`src/prot_pkg.sv`:
```
// Package with constants and carrier types for the protection aggregator
package prot_pkg;
   localparam int NUM_ELEM = 4;
   localparam int NUM_PHASE = 3;
   localparam int DELAY_W = 16;
   localparam logic [15:0] DELAY_DEFAULT = 16'h0004;
   localparam logic [7:0] ADDR_CTRL = 8'h00;
   localparam logic [7:0] ADDR_STATUS = 8'h04;
   localparam logic [7:0] ADDR_IRQ_STAT = 8'h08;
   localparam logic [7:0] ADDR_IRQ_MASK = 8'h0C;
   localparam logic [7:0] ADDR_SUPERV = 8'h10;
   localparam logic [7:0] ADDR_PERM_BLK = 8'h14;
   localparam logic [7:0] ADDR_TEMP_PERMIT = 8'h18;
   localparam logic [7:0] ADDR_PHASE_CAP = 8'h1C;
   localparam logic [7:0] ADDR_BF_ELEM = 8'h20;
   localparam logic [7:0] ADDR_DELAY = 8'h24;
   localparam int CTRL_ENABLE = 0;
   localparam int CTRL_EXT_PERMIT = 1;
   localparam int CTRL_TEMP_PERMIT = 2;
   localparam int CTRL_PERM_BLOCK = 3;
   localparam int IRQ_ALARM = 0;
   localparam int IRQ_TRIP = 1;
   localparam int IRQ_INACTIVE = 2;
   localparam int IRQ_W = 3;
   localparam logic [31:0] CTRL_RESET = 32'h00000001;
   typedef struct packed {
      logic [7:0] addr;
      logic [31:0] wdata;
      logic wr;
      logic rd;
   } bus_req_t;
   typedef struct packed {
      logic general_alarm;
      logic general_trip;
      logic [NUM_PHASE-1:0] phase_alarm;
      logic [NUM_PHASE-1:0] phase_trip;
   } collective_t;
endpackage

```
`src/prot_aggregator.sv`:
```
// Master general-protection alarm, trip and blocking aggregator
//
// Local design decisions: strobed register access and the register addresses.
`timescale 1ns/1ns
module prot_aggregator
#(
   parameter int NUM_ELEM = prot_pkg::NUM_ELEM,
   parameter int NUM_PHASE = prot_pkg::NUM_PHASE,
   parameter int DELAY_W = prot_pkg::DELAY_W
)
(
   input wire logic clk_i,
   input wire logic rst_i,
   input wire logic [7:0] addr_i,
   input wire logic [31:0] wdata_i,
   input wire logic wr_i,
   input wire logic rd_i,
   output logic [31:0] rdata_o,
   input wire logic [NUM_ELEM-1:0] fault_i,
   input wire logic [NUM_ELEM*NUM_PHASE-1:0] fault_phase_i,
   input wire logic [NUM_ELEM-1:0] elem_active_i,
   input wire logic param_change_i,
   input wire logic meas_ok_i,
   input wire logic external_block_in_a_i,
   input wire logic external_block_in_b_i,
   input wire logic temp_trip_block_input_i,
   output logic [NUM_ELEM-1:0] elem_alarm_o,
   output logic [NUM_ELEM-1:0] elem_trip_o,
   output logic [NUM_ELEM-1:0] trip_command_o,
   output logic general_alarm_o,
   output logic general_trip_o,
   output logic [NUM_PHASE-1:0] phase_alarm_o,
   output logic [NUM_PHASE-1:0] phase_trip_o,
   output logic prot_available_o,
   output logic prot_active_o,
   output logic master_external_block_o,
   output logic irq_o
);
   // ****************************************
   // State
   // ****************************************
   localparam int SYNC_W = 2*NUM_ELEM + NUM_ELEM*NUM_PHASE + 5;
   // Bit positions inside the synchroniser word; one wide word keeps all pins in step
   localparam int SYNC_TEMP = 0;
   localparam int SYNC_BLK_B = 1;
   localparam int SYNC_BLK_A = 2;
   localparam int SYNC_MOK = 3;
   localparam int SYNC_PCHG = 4;
   localparam int SYNC_PHASE = 5;
   localparam int SYNC_ACT = SYNC_PHASE + NUM_ELEM*NUM_PHASE;
   localparam int SYNC_FAULT = SYNC_ACT + NUM_ELEM;
   typedef struct packed {
      logic [SYNC_W-1:0] sync1;
      logic [SYNC_W-1:0] sync2;
      logic [31:0] ctrl;
      logic [NUM_ELEM-1:0] superv;
      logic [NUM_ELEM-1:0] perm_blk;
      logic [NUM_ELEM-1:0] temp_permit;
      logic [NUM_ELEM-1:0] phase_cap;
      logic [NUM_ELEM-1:0] bf_elem;
      logic [DELAY_W-1:0] delay;
      logic [NUM_ELEM-1:0][DELAY_W-1:0] timer;
      logic [NUM_ELEM-1:0] alarm;
      logic [NUM_ELEM-1:0] trip;
      logic [NUM_ELEM-1:0] trip_cmd;
      prot_pkg::collective_t coll;
      logic available;
      logic active;
      logic ext_block;
      logic [prot_pkg::IRQ_W-1:0] irq_stat;
      logic [prot_pkg::IRQ_W-1:0] irq_mask;
      logic irq;
      logic [31:0] rdata;
   } state_t;
   state_t s;
   state_t next_s;
   prot_pkg::bus_req_t req;
   // ****************************************
   // Next state
   // ****************************************
   always_comb
   begin
      logic [NUM_ELEM-1:0] f;
      logic [NUM_ELEM-1:0] act;
      logic [NUM_ELEM*NUM_PHASE-1:0] fp;
      logic pc;
      logic mok;
      logic ba;
      logic bb;
      logic tb;
      logic [NUM_ELEM-1:0] fwd;
      logic [NUM_ELEM-1:0] new_alarm;
      logic [NUM_ELEM-1:0] new_trip;
      logic temp_blk;
      logic [prot_pkg::IRQ_W-1:0] ev;
      prot_pkg::collective_t c;
      f = '0;
      act = '0;
      fp = '0;
      pc = 1'b0;
      mok = 1'b0;
      ba = 1'b0;
      bb = 1'b0;
      tb = 1'b0;
      fwd = '0;
      new_alarm = '0;
      new_trip = '0;
      temp_blk = 1'b0;
      ev = '0;
      c = '0;
      req = '{addr: addr_i, wdata: wdata_i, wr: wr_i, rd: rd_i};
      next_s = s;
      // Pins cross two flip-flops; only the second stage is read
      next_s.sync1 = {fault_i, elem_active_i, fault_phase_i, param_change_i, meas_ok_i,
         external_block_in_a_i, external_block_in_b_i, temp_trip_block_input_i};
      next_s.sync2 = s.sync1;
      {f, act, fp, pc, mok, ba, bb, tb} = s.sync2;
      // Element detection: alarm at once, trip after delay with fault still present
      for (int e = 0; e < NUM_ELEM; e++)
      begin
         new_alarm[e] = f[e];
         if (!f[e])
         begin
            next_s.timer[e] = '0;
         end
         else if (s.timer[e] < s.delay)
         begin
            next_s.timer[e] = s.timer[e] + DELAY_W'(1);
         end
         new_trip[e] = f[e] && (s.timer[e] >= s.delay);
      end
      next_s.alarm = new_alarm;
      next_s.trip = new_trip;
      // Master availability and blocking
      next_s.available = !pc && mok;
      next_s.ext_block = s.ctrl[prot_pkg::CTRL_EXT_PERMIT] && (ba || bb);
      next_s.active = next_s.available && s.ctrl[prot_pkg::CTRL_ENABLE] && !next_s.ext_block;
      // Forward only non-supervision, active elements while master is active
      fwd = ~s.superv & act & {NUM_ELEM{next_s.active}};
      for (int e = 0; e < NUM_ELEM; e++)
      begin
         // Breaker-failure elements feed the general alarm even when marked supervision, but not the general trip or phase signals
         if (fwd[e] || (s.bf_elem[e] && act[e] && next_s.active))
         begin
            c.general_alarm = c.general_alarm | new_alarm[e];
         end
         if (fwd[e])
         begin
            c.general_trip = c.general_trip | new_trip[e];
         end
         if (fwd[e] && s.phase_cap[e])
         begin
            for (int p = 0; p < NUM_PHASE; p++)
            begin
               c.phase_alarm[p] = c.phase_alarm[p] | (new_alarm[e] & fp[e*NUM_PHASE+p]);
               c.phase_trip[p] = c.phase_trip[p] | (new_trip[e] & fp[e*NUM_PHASE+p]);
            end
         end
      end
      next_s.coll = c;
      // Trip command gating
      // Gating sits after the trip decision, so local trip states stay readable while blocked
      temp_blk = s.ctrl[prot_pkg::CTRL_TEMP_PERMIT] && tb;
      for (int e = 0; e < NUM_ELEM; e++)
      begin
         next_s.trip_cmd[e] = fwd[e] && new_trip[e] && !s.perm_blk[e]
            && !s.ctrl[prot_pkg::CTRL_PERM_BLOCK]
            && !(s.temp_permit[e] && temp_blk);
      end
      // Interrupt events: rising general alarm, trip, or loss of active
      ev[prot_pkg::IRQ_ALARM] = c.general_alarm && !s.coll.general_alarm;
      ev[prot_pkg::IRQ_TRIP] = c.general_trip && !s.coll.general_trip;
      ev[prot_pkg::IRQ_INACTIVE] = !next_s.active && s.active;
      next_s.rdata = '0;
      if (req.wr)
      begin
         case (req.addr)
            prot_pkg::ADDR_CTRL: next_s.ctrl = req.wdata;
            prot_pkg::ADDR_IRQ_STAT: next_s.irq_stat = s.irq_stat & ~req.wdata[prot_pkg::IRQ_W-1:0];
            prot_pkg::ADDR_IRQ_MASK: next_s.irq_mask = req.wdata[prot_pkg::IRQ_W-1:0];
            prot_pkg::ADDR_SUPERV: next_s.superv = req.wdata[NUM_ELEM-1:0];
            prot_pkg::ADDR_PERM_BLK: next_s.perm_blk = req.wdata[NUM_ELEM-1:0];
            prot_pkg::ADDR_TEMP_PERMIT: next_s.temp_permit = req.wdata[NUM_ELEM-1:0];
            prot_pkg::ADDR_PHASE_CAP: next_s.phase_cap = req.wdata[NUM_ELEM-1:0];
            prot_pkg::ADDR_BF_ELEM: next_s.bf_elem = req.wdata[NUM_ELEM-1:0];
            prot_pkg::ADDR_DELAY: next_s.delay = req.wdata[DELAY_W-1:0];
            default: ;
         endcase
      end
      // Set wins over a write-one clear in the same cycle
      next_s.irq_stat = next_s.irq_stat | ev;
      next_s.irq = |(next_s.irq_stat & next_s.irq_mask);
      if (req.rd)
      begin
         case (req.addr)
            prot_pkg::ADDR_CTRL: next_s.rdata = s.ctrl;
            prot_pkg::ADDR_STATUS: next_s.rdata = 32'({s.coll, s.ext_block, s.active, s.available});
            prot_pkg::ADDR_IRQ_STAT: next_s.rdata = 32'(s.irq_stat);
            prot_pkg::ADDR_IRQ_MASK: next_s.rdata = 32'(s.irq_mask);
            prot_pkg::ADDR_SUPERV: next_s.rdata = 32'(s.superv);
            prot_pkg::ADDR_PERM_BLK: next_s.rdata = 32'(s.perm_blk);
            prot_pkg::ADDR_TEMP_PERMIT: next_s.rdata = 32'(s.temp_permit);
            prot_pkg::ADDR_PHASE_CAP: next_s.rdata = 32'(s.phase_cap);
            prot_pkg::ADDR_BF_ELEM: next_s.rdata = 32'(s.bf_elem);
            prot_pkg::ADDR_DELAY: next_s.rdata = 32'(s.delay);
            default: next_s.rdata = '0;
         endcase
      end
   end
   always_ff @(posedge clk_i or posedge rst_i)
   begin
      if (rst_i)
      begin
         s <= '0;
         s.ctrl <= prot_pkg::CTRL_RESET;
         s.delay <= DELAY_W'(prot_pkg::DELAY_DEFAULT);
      end
      else
      begin
         s <= next_s;
      end
   end
   // ****************************************
   // Outputs
   // ****************************************
   assign rdata_o = s.rdata;
   // Local element states stay readable even for supervision-only elements
   assign elem_alarm_o = s.alarm;
   assign elem_trip_o = s.trip;
   assign trip_command_o = s.trip_cmd;
   assign general_alarm_o = s.coll.general_alarm;
   assign general_trip_o = s.coll.general_trip;
   assign phase_alarm_o = s.coll.phase_alarm;
   assign phase_trip_o = s.coll.phase_trip;
   assign prot_available_o = s.available;
   assign prot_active_o = s.active;
   assign master_external_block_o = s.ext_block;
   assign irq_o = s.irq;
endmodule

```
`config.mk`:
```
export PLATFORM = sky130hd
export DESIGN_NAME = prot_aggregator
export DESIGN_NICKNAME = d
export VERILOG_FILES = /design/src/prot_pkg.sv /design/src/prot_aggregator.sv
export SDC_FILE = /design/constraint.sdc
export NUM_CORES = 1
export LEC_CHECK = 0
export ABC_AREA = 1
export BUFFER_PORTS_ARGS = -buffer_cell sky130_fd_sc_hd__buf_2
export CAP_MARGIN = 5
export CORE_MARGIN = 4
export CORE_UTILIZATION = 45
export DETAILED_ROUTE_END_ITERATION = 6
export PLACE_DENSITY = 0.66
export SYNTH_ARGS = -nofsm -noshare
export SYNTH_HDL_FRONTEND = slang
export SYNTH_SLANG_ARGS = --single-unit
```
`constraint.sdc`:
```
create_clock -name clk_i -period 15.85 [get_ports clk_i]
set_input_delay 0 -clock clk_i [delete_from_list [all_inputs] [get_ports clk_i]]
set_output_delay 0 -clock clk_i [all_outputs]
set_load 0.01 [all_outputs]
```
# After elaboration in Yosys (flattened, before gate mapping)
# Cells that the tools add are included.
[word_totals] ff_bits=244 input_bits=69 output_inout_bits=56
[op_classes] add_sub_neg=4 magnitude_cmp=8 n_eq_ne=13 muxes=25 n_bitwise=55 reduce_logical=72
[ops] op="$pmux W32 S10" count=1
[ops] op="$mux W16" count=8
[ops] op="$add A16 B1 Y16 const B" count=4
[ops] op="$ge A16 B16 Y1" count=4
[ops] op="$lt A16 B16 Y1" count=4
[ops] op="$logic_and A1 B1 Y1" count=44
[ops] op="$eq A8 B5 Y1 const B" count=4
[ops] op="$mux W32" count=1
[ops] op="$mux W6" count=5
[ops] op="$and A1 B1 Y1" count=24
[ops] op="$or A1 B1 Y1" count=24
[ops] op="$eq A8 B4 Y1 const B" count=2
[ops] op="$eq A8 B6 Y1 const B" count=2
[ops] op="$logic_not A1 Y1" count=14
[ops] op="$reduce_and A2 Y1" count=7
[ops] op="$and A4 B4 Y4" count=2
[ops] op="$eq A8 B3 Y1 const B" count=1
[ops] op="$logic_not A8 Y1" count=1
[ops] op="$mux W1" count=8
[ops] op="$ne A2 B1 Y1 const B" count=4
[ops] op="$and A3 B3 Y3" count=2
[ops] op="$mux W3" count=2
[ops] op="$logic_or A1 B1 Y1" count=5
[ops] op="$not A4 Y4" count=1
[ops] op="other kinds (3)" count=3

# Logic depth before layout (Yosys ltp)
[depth] ltp_word=17 depth_mapped=17 ltp_nobuf=17

# Worst setup path after synthesis
# OpenSTA, ideal clock, no wires.
[synth_timing] path_type="flip-flop to flip-flop" start="reg s[128] (netlist name)" end="reg s[116] (netlist name)" setup_ns=0.123 t_arrival_ns=1.863 required_ns=15.727 slack_ns=13.864 path_stages_with_launch=16 cell_sequence="dfstp_2 -> inv_1 -> ha_1 -> nand2_1 -> inv_1 -> nand2_1 -> nand2_1 -> nand2_1 -> nand2_1 -> nand2_1 -> nand2_1 -> buf_2 -> nor3_1 -> nand2_1 -> o21ai_0 -> a21oi_1"
[synth_via] elab_chain_len=2
[synth_rtl] element="start, declared" line="prot_aggregator.sv:75" rtl="state_t s;"
[synth_rtl] element="start signal, assigned" line="prot_aggregator.sv:220" rtl="s <= next_s;"
[synth_rtl] element="$lt A16 B16 Y1" line="prot_aggregator.sv:126" rtl="else if (s.timer[e] < s.delay)"
[synth_rtl] element="$ne A2 B1 Y1 (no source line)"
# No other way between the ends.
# A chain may end at the register's enable or synchronous reset.

==> reports/results.tsv <==
metric	value	unit
outcome	complete, no violations	
synthesized_area_fraction_occupied_by_and_or_nand_nor_cells	0.199	
gp_routability_congestion	0.909	
cp_slowest_cell	a21oi_1	
min_delay_worst_type	in -> reg	
endpoint	phase_trip_o[1]	
critical_path_required	16.33	ns
p_per_area	114	mW/mm2
reg_to_reg_setup_timing_slack	13.15	ns
synth_fa_ha_area_frac	0.0705	
total_power	1610	uW
postSynthNetCount	1507	
grt_first_pass_wirelength	49900	um
grt_overflow	0	
post-synth-top-area-fraction	0.502	
synth_commonest_cells	nand2_1, dfrtp_1, inv_1	
yosys.area.top_type	dfrtp_1	
critPathLaunch	s[141]	
post-route-drc-count	0	
library_cells_used_by_synthesis	55	
cts.reportedPaths.clkPinSlew	0.07	ns
worst_setup_path_end_kind	register	
via_count	9690	
synth.yosys.seq_area_share	0.506	
postCtsSetupRepairBufs	0	
worstMarginPinSlew	0.914	ns
synth_top_flop_cell	dfrtp_1	
fin_skew	0.0231	ns
final_max_slew_viol_count	0	
drt.antenna.violating_nets	0	
critical_path.n_buffers_inverters	3	
yosysWarningCount	0	
max_freq	370	MHz
synth_top_family_by_area	simple AND/OR/NAND/NOR gates	
floorplan.io_pins	125	
clockRootBuffer	clkbuf_16	
floorplan.core_area	0.0262	mm2
vias_per_cell	5.20	
post_synth.cell_area_avg	8.81	um2
timing_hold_violations_final	0	
fin_worst_hold_slack	0.0425	ns
die_h	172	um
synth_area_leaders	dfrtp_1, nand2_1, ha_1	
clockBufferDepth	3	
slew-limit-headroom	0.391	
finalCriticalPeriod	2.70	ns
detailedPlacementHpwl	22000	um
start_kind	register	
tritoncts	yes	
final_layout_size_suffix_gt1_frac	0.133	
max_stage_delay	0.49	ns
drt-wirelength-per-cell	16.5	um
path_depth	12	
ys_ff_latch	244	
setup_viol_count_final	0	
crit_path_cell_trace	inv_1 -> ha_1 -> nand2_1 -> nor2_1 -> nand2_1 -> inv_1 -> nand2_1 -> nand3_1 -> inv_1 -> a21oi_1 -> nand3_1 -> nand4_1	
post_route_core_utilization	0.542	
floorplan.die_area	0.0295	mm2
grt_util_all_layers	0.212	
syn_to_final_growth	17.7	%
cts.sink_count	244	
async_reset_ff_frac	1.00	
largest_net_degree_at_the_start_of_global_routing	101	
synth.most_common_cell	nand2_1	
synth_enable_flop_cells	0	
drt_iter0_markers	783	
h-tree-depth	1	
portBuffers	124	
synth_compound_gate_area_share	0.111	
cp_max_fo	11	
fp.dieW	172	um
floorplan.initialDensity	0.461	
cpLargestDelayFamily	simple AND/OR/NAND/NOR gates	
worst_r2r_endpoint	phase_trip_o[1]	
depth_of_the_most_critical_reg_to_reg_path	12	
max-cap-violations	0	
num-nets-final	1647	
vias_in_the_first_global_route	9610	
min_period_over_period	0.170	
setup_total_negative_slack	0	ns
synth_area_in_xor_xnor	0.00726	
drt_wl_total	30800	um
rsz_0062_raised_after_global_routing	no	
worst_ir_drop_vdd	0.125	mV
critical_path_class	reg -> reg	
insertion_delay	0.55	ns
worst_r2r_startpoint	s[141]	
timing.critical_path.arrival	3.18	ns
static-leakage-power	0.00705	uW
detailedRoute.firstPassIterationCount	6	
synth.area.mux_share	0	
antennaDiodeCount	0	
initial_antenna_violation_count	0	
synth.cell_area	0.0121	mm2
cts_bufs_inserted	27	
num_rows	59	
synthesis.instances	1370	
[worst min-delay path: stages]
cell     delay [ns]
buf_2          0.13
nor3_4         0.09
nand2_4        0.08
inv_6          0.09
nand2_1        0.07
a21oi_1        0.06
[flip-flops by register name, indices dropped and copies added, names as in the netlist, 3 cells and up]
register        cells
elem_alarm_o        4
trip_command_o      4
s                 159
elem_trip_o         4
phase_trip_o        3
rdata_o            32
next_s             29
phase_alarm_o       3
[worst min path at each step]
stage | from | to | slack (ns) | cells after the start
2_1_floorplan | temp_trip_block_input_i | next_s[194] | 0.03 | 0
3_3_place_gp | elem_active_i[2] | next_s[213] | 0.11 | 1
3_5_place_dp | elem_active_i[2] | next_s[213] | 0.11 | 1
4_1_cts | addr_i[3] | rdata_o[13] | 0.02 | 6
5_1_grt | addr_i[3] | rdata_o[14] | 0.07 | 6
6_report | addr_i[3] | rdata_o[13] | 0.04 | 6
[metal layers]
metal / share of wire / up-vias / GRT usage / routed length (um)
li1: - / 4743 / - / -
met1: 0.44 / 4601 / 0.299 / 13600
met2: 0.47 / 300 / 0.344 / 14500
met3: 0.065 / 46 / 0.0379 / 2020
met4: 0.022 / 0 / 0.0523 / 666
met5: 0 / - / 0 / 0
[layout make-up]
cell class	instances	area, um2
Fill cell	2314	12000
Sequential cell	244	6110
Multi-Input combinational cell	853	4670
Timing Repair Buffer	187	1250
Inverter	197	754
Clock buffer	31	711
Tap cell	335	419
Clock inverter	18	290
[cells in the final DEF, fill, tap and decap left out, types with 20 or more instances in the layout]
| cell | count |
|---|---|
| buf_2 | 124 |
| o21ai_0 | 90 |
| nand3_1 | 73 |
| nand2_1 | 278 |
| ha_1 | 68 |
| a21oi_1 | 77 |
| dlygate4sd3_1 | 61 |
| nor2_1 | 90 |
| nand4_1 | 24 |
| o21ai_1 | 20 |
| clkbuf_16 | 27 |
| nor3_1 | 40 |
| dfrtp_1 | 242 |
| inv_1 | 190 |
[cell families (layout without fill, tap and decap cells)]
logic type / Yosys count / in the layout
compound gates: 238 / 238
xor+xnor: 10 / 10
fa+ha+maj: 68 / 68
buf+inv: 273 / 433
flops: 244 / 244
simple gates: 537 / 537
[through the flow]
step / instances / setup slack, ns / area [um2]
3_5_place_dp: 1755 / 13.17 / 12600
5_1_grt: 1865 / 12.92 / 14200
4_1_cts: 1865 / 13.16 / 14200
2_1_floorplan: 1370 / 9.15 / 12100
6_report: 1865 / 13.15 / 14200
3_3_place_gp: 1755 / 13.28 / 12600
[where the power goes]
group	internal [uW]	total (uW)	leakage [uW]	switching, uW
clock network	438	701	0.000484	264
logic	75.1	232	0.00345	157
registers	655	679	0.00312	23.8
total	1170	1610	0.00705	445
[what timing repair did]
| action | in CTS | in global routing |
|---|---|---|
| gates resized for setup | 0 | 0 |
| hold buffers | 61 | 0 |
| endpoints found under the hold margin | 204 | 0 |
Power figures use the tool's default switching activity.
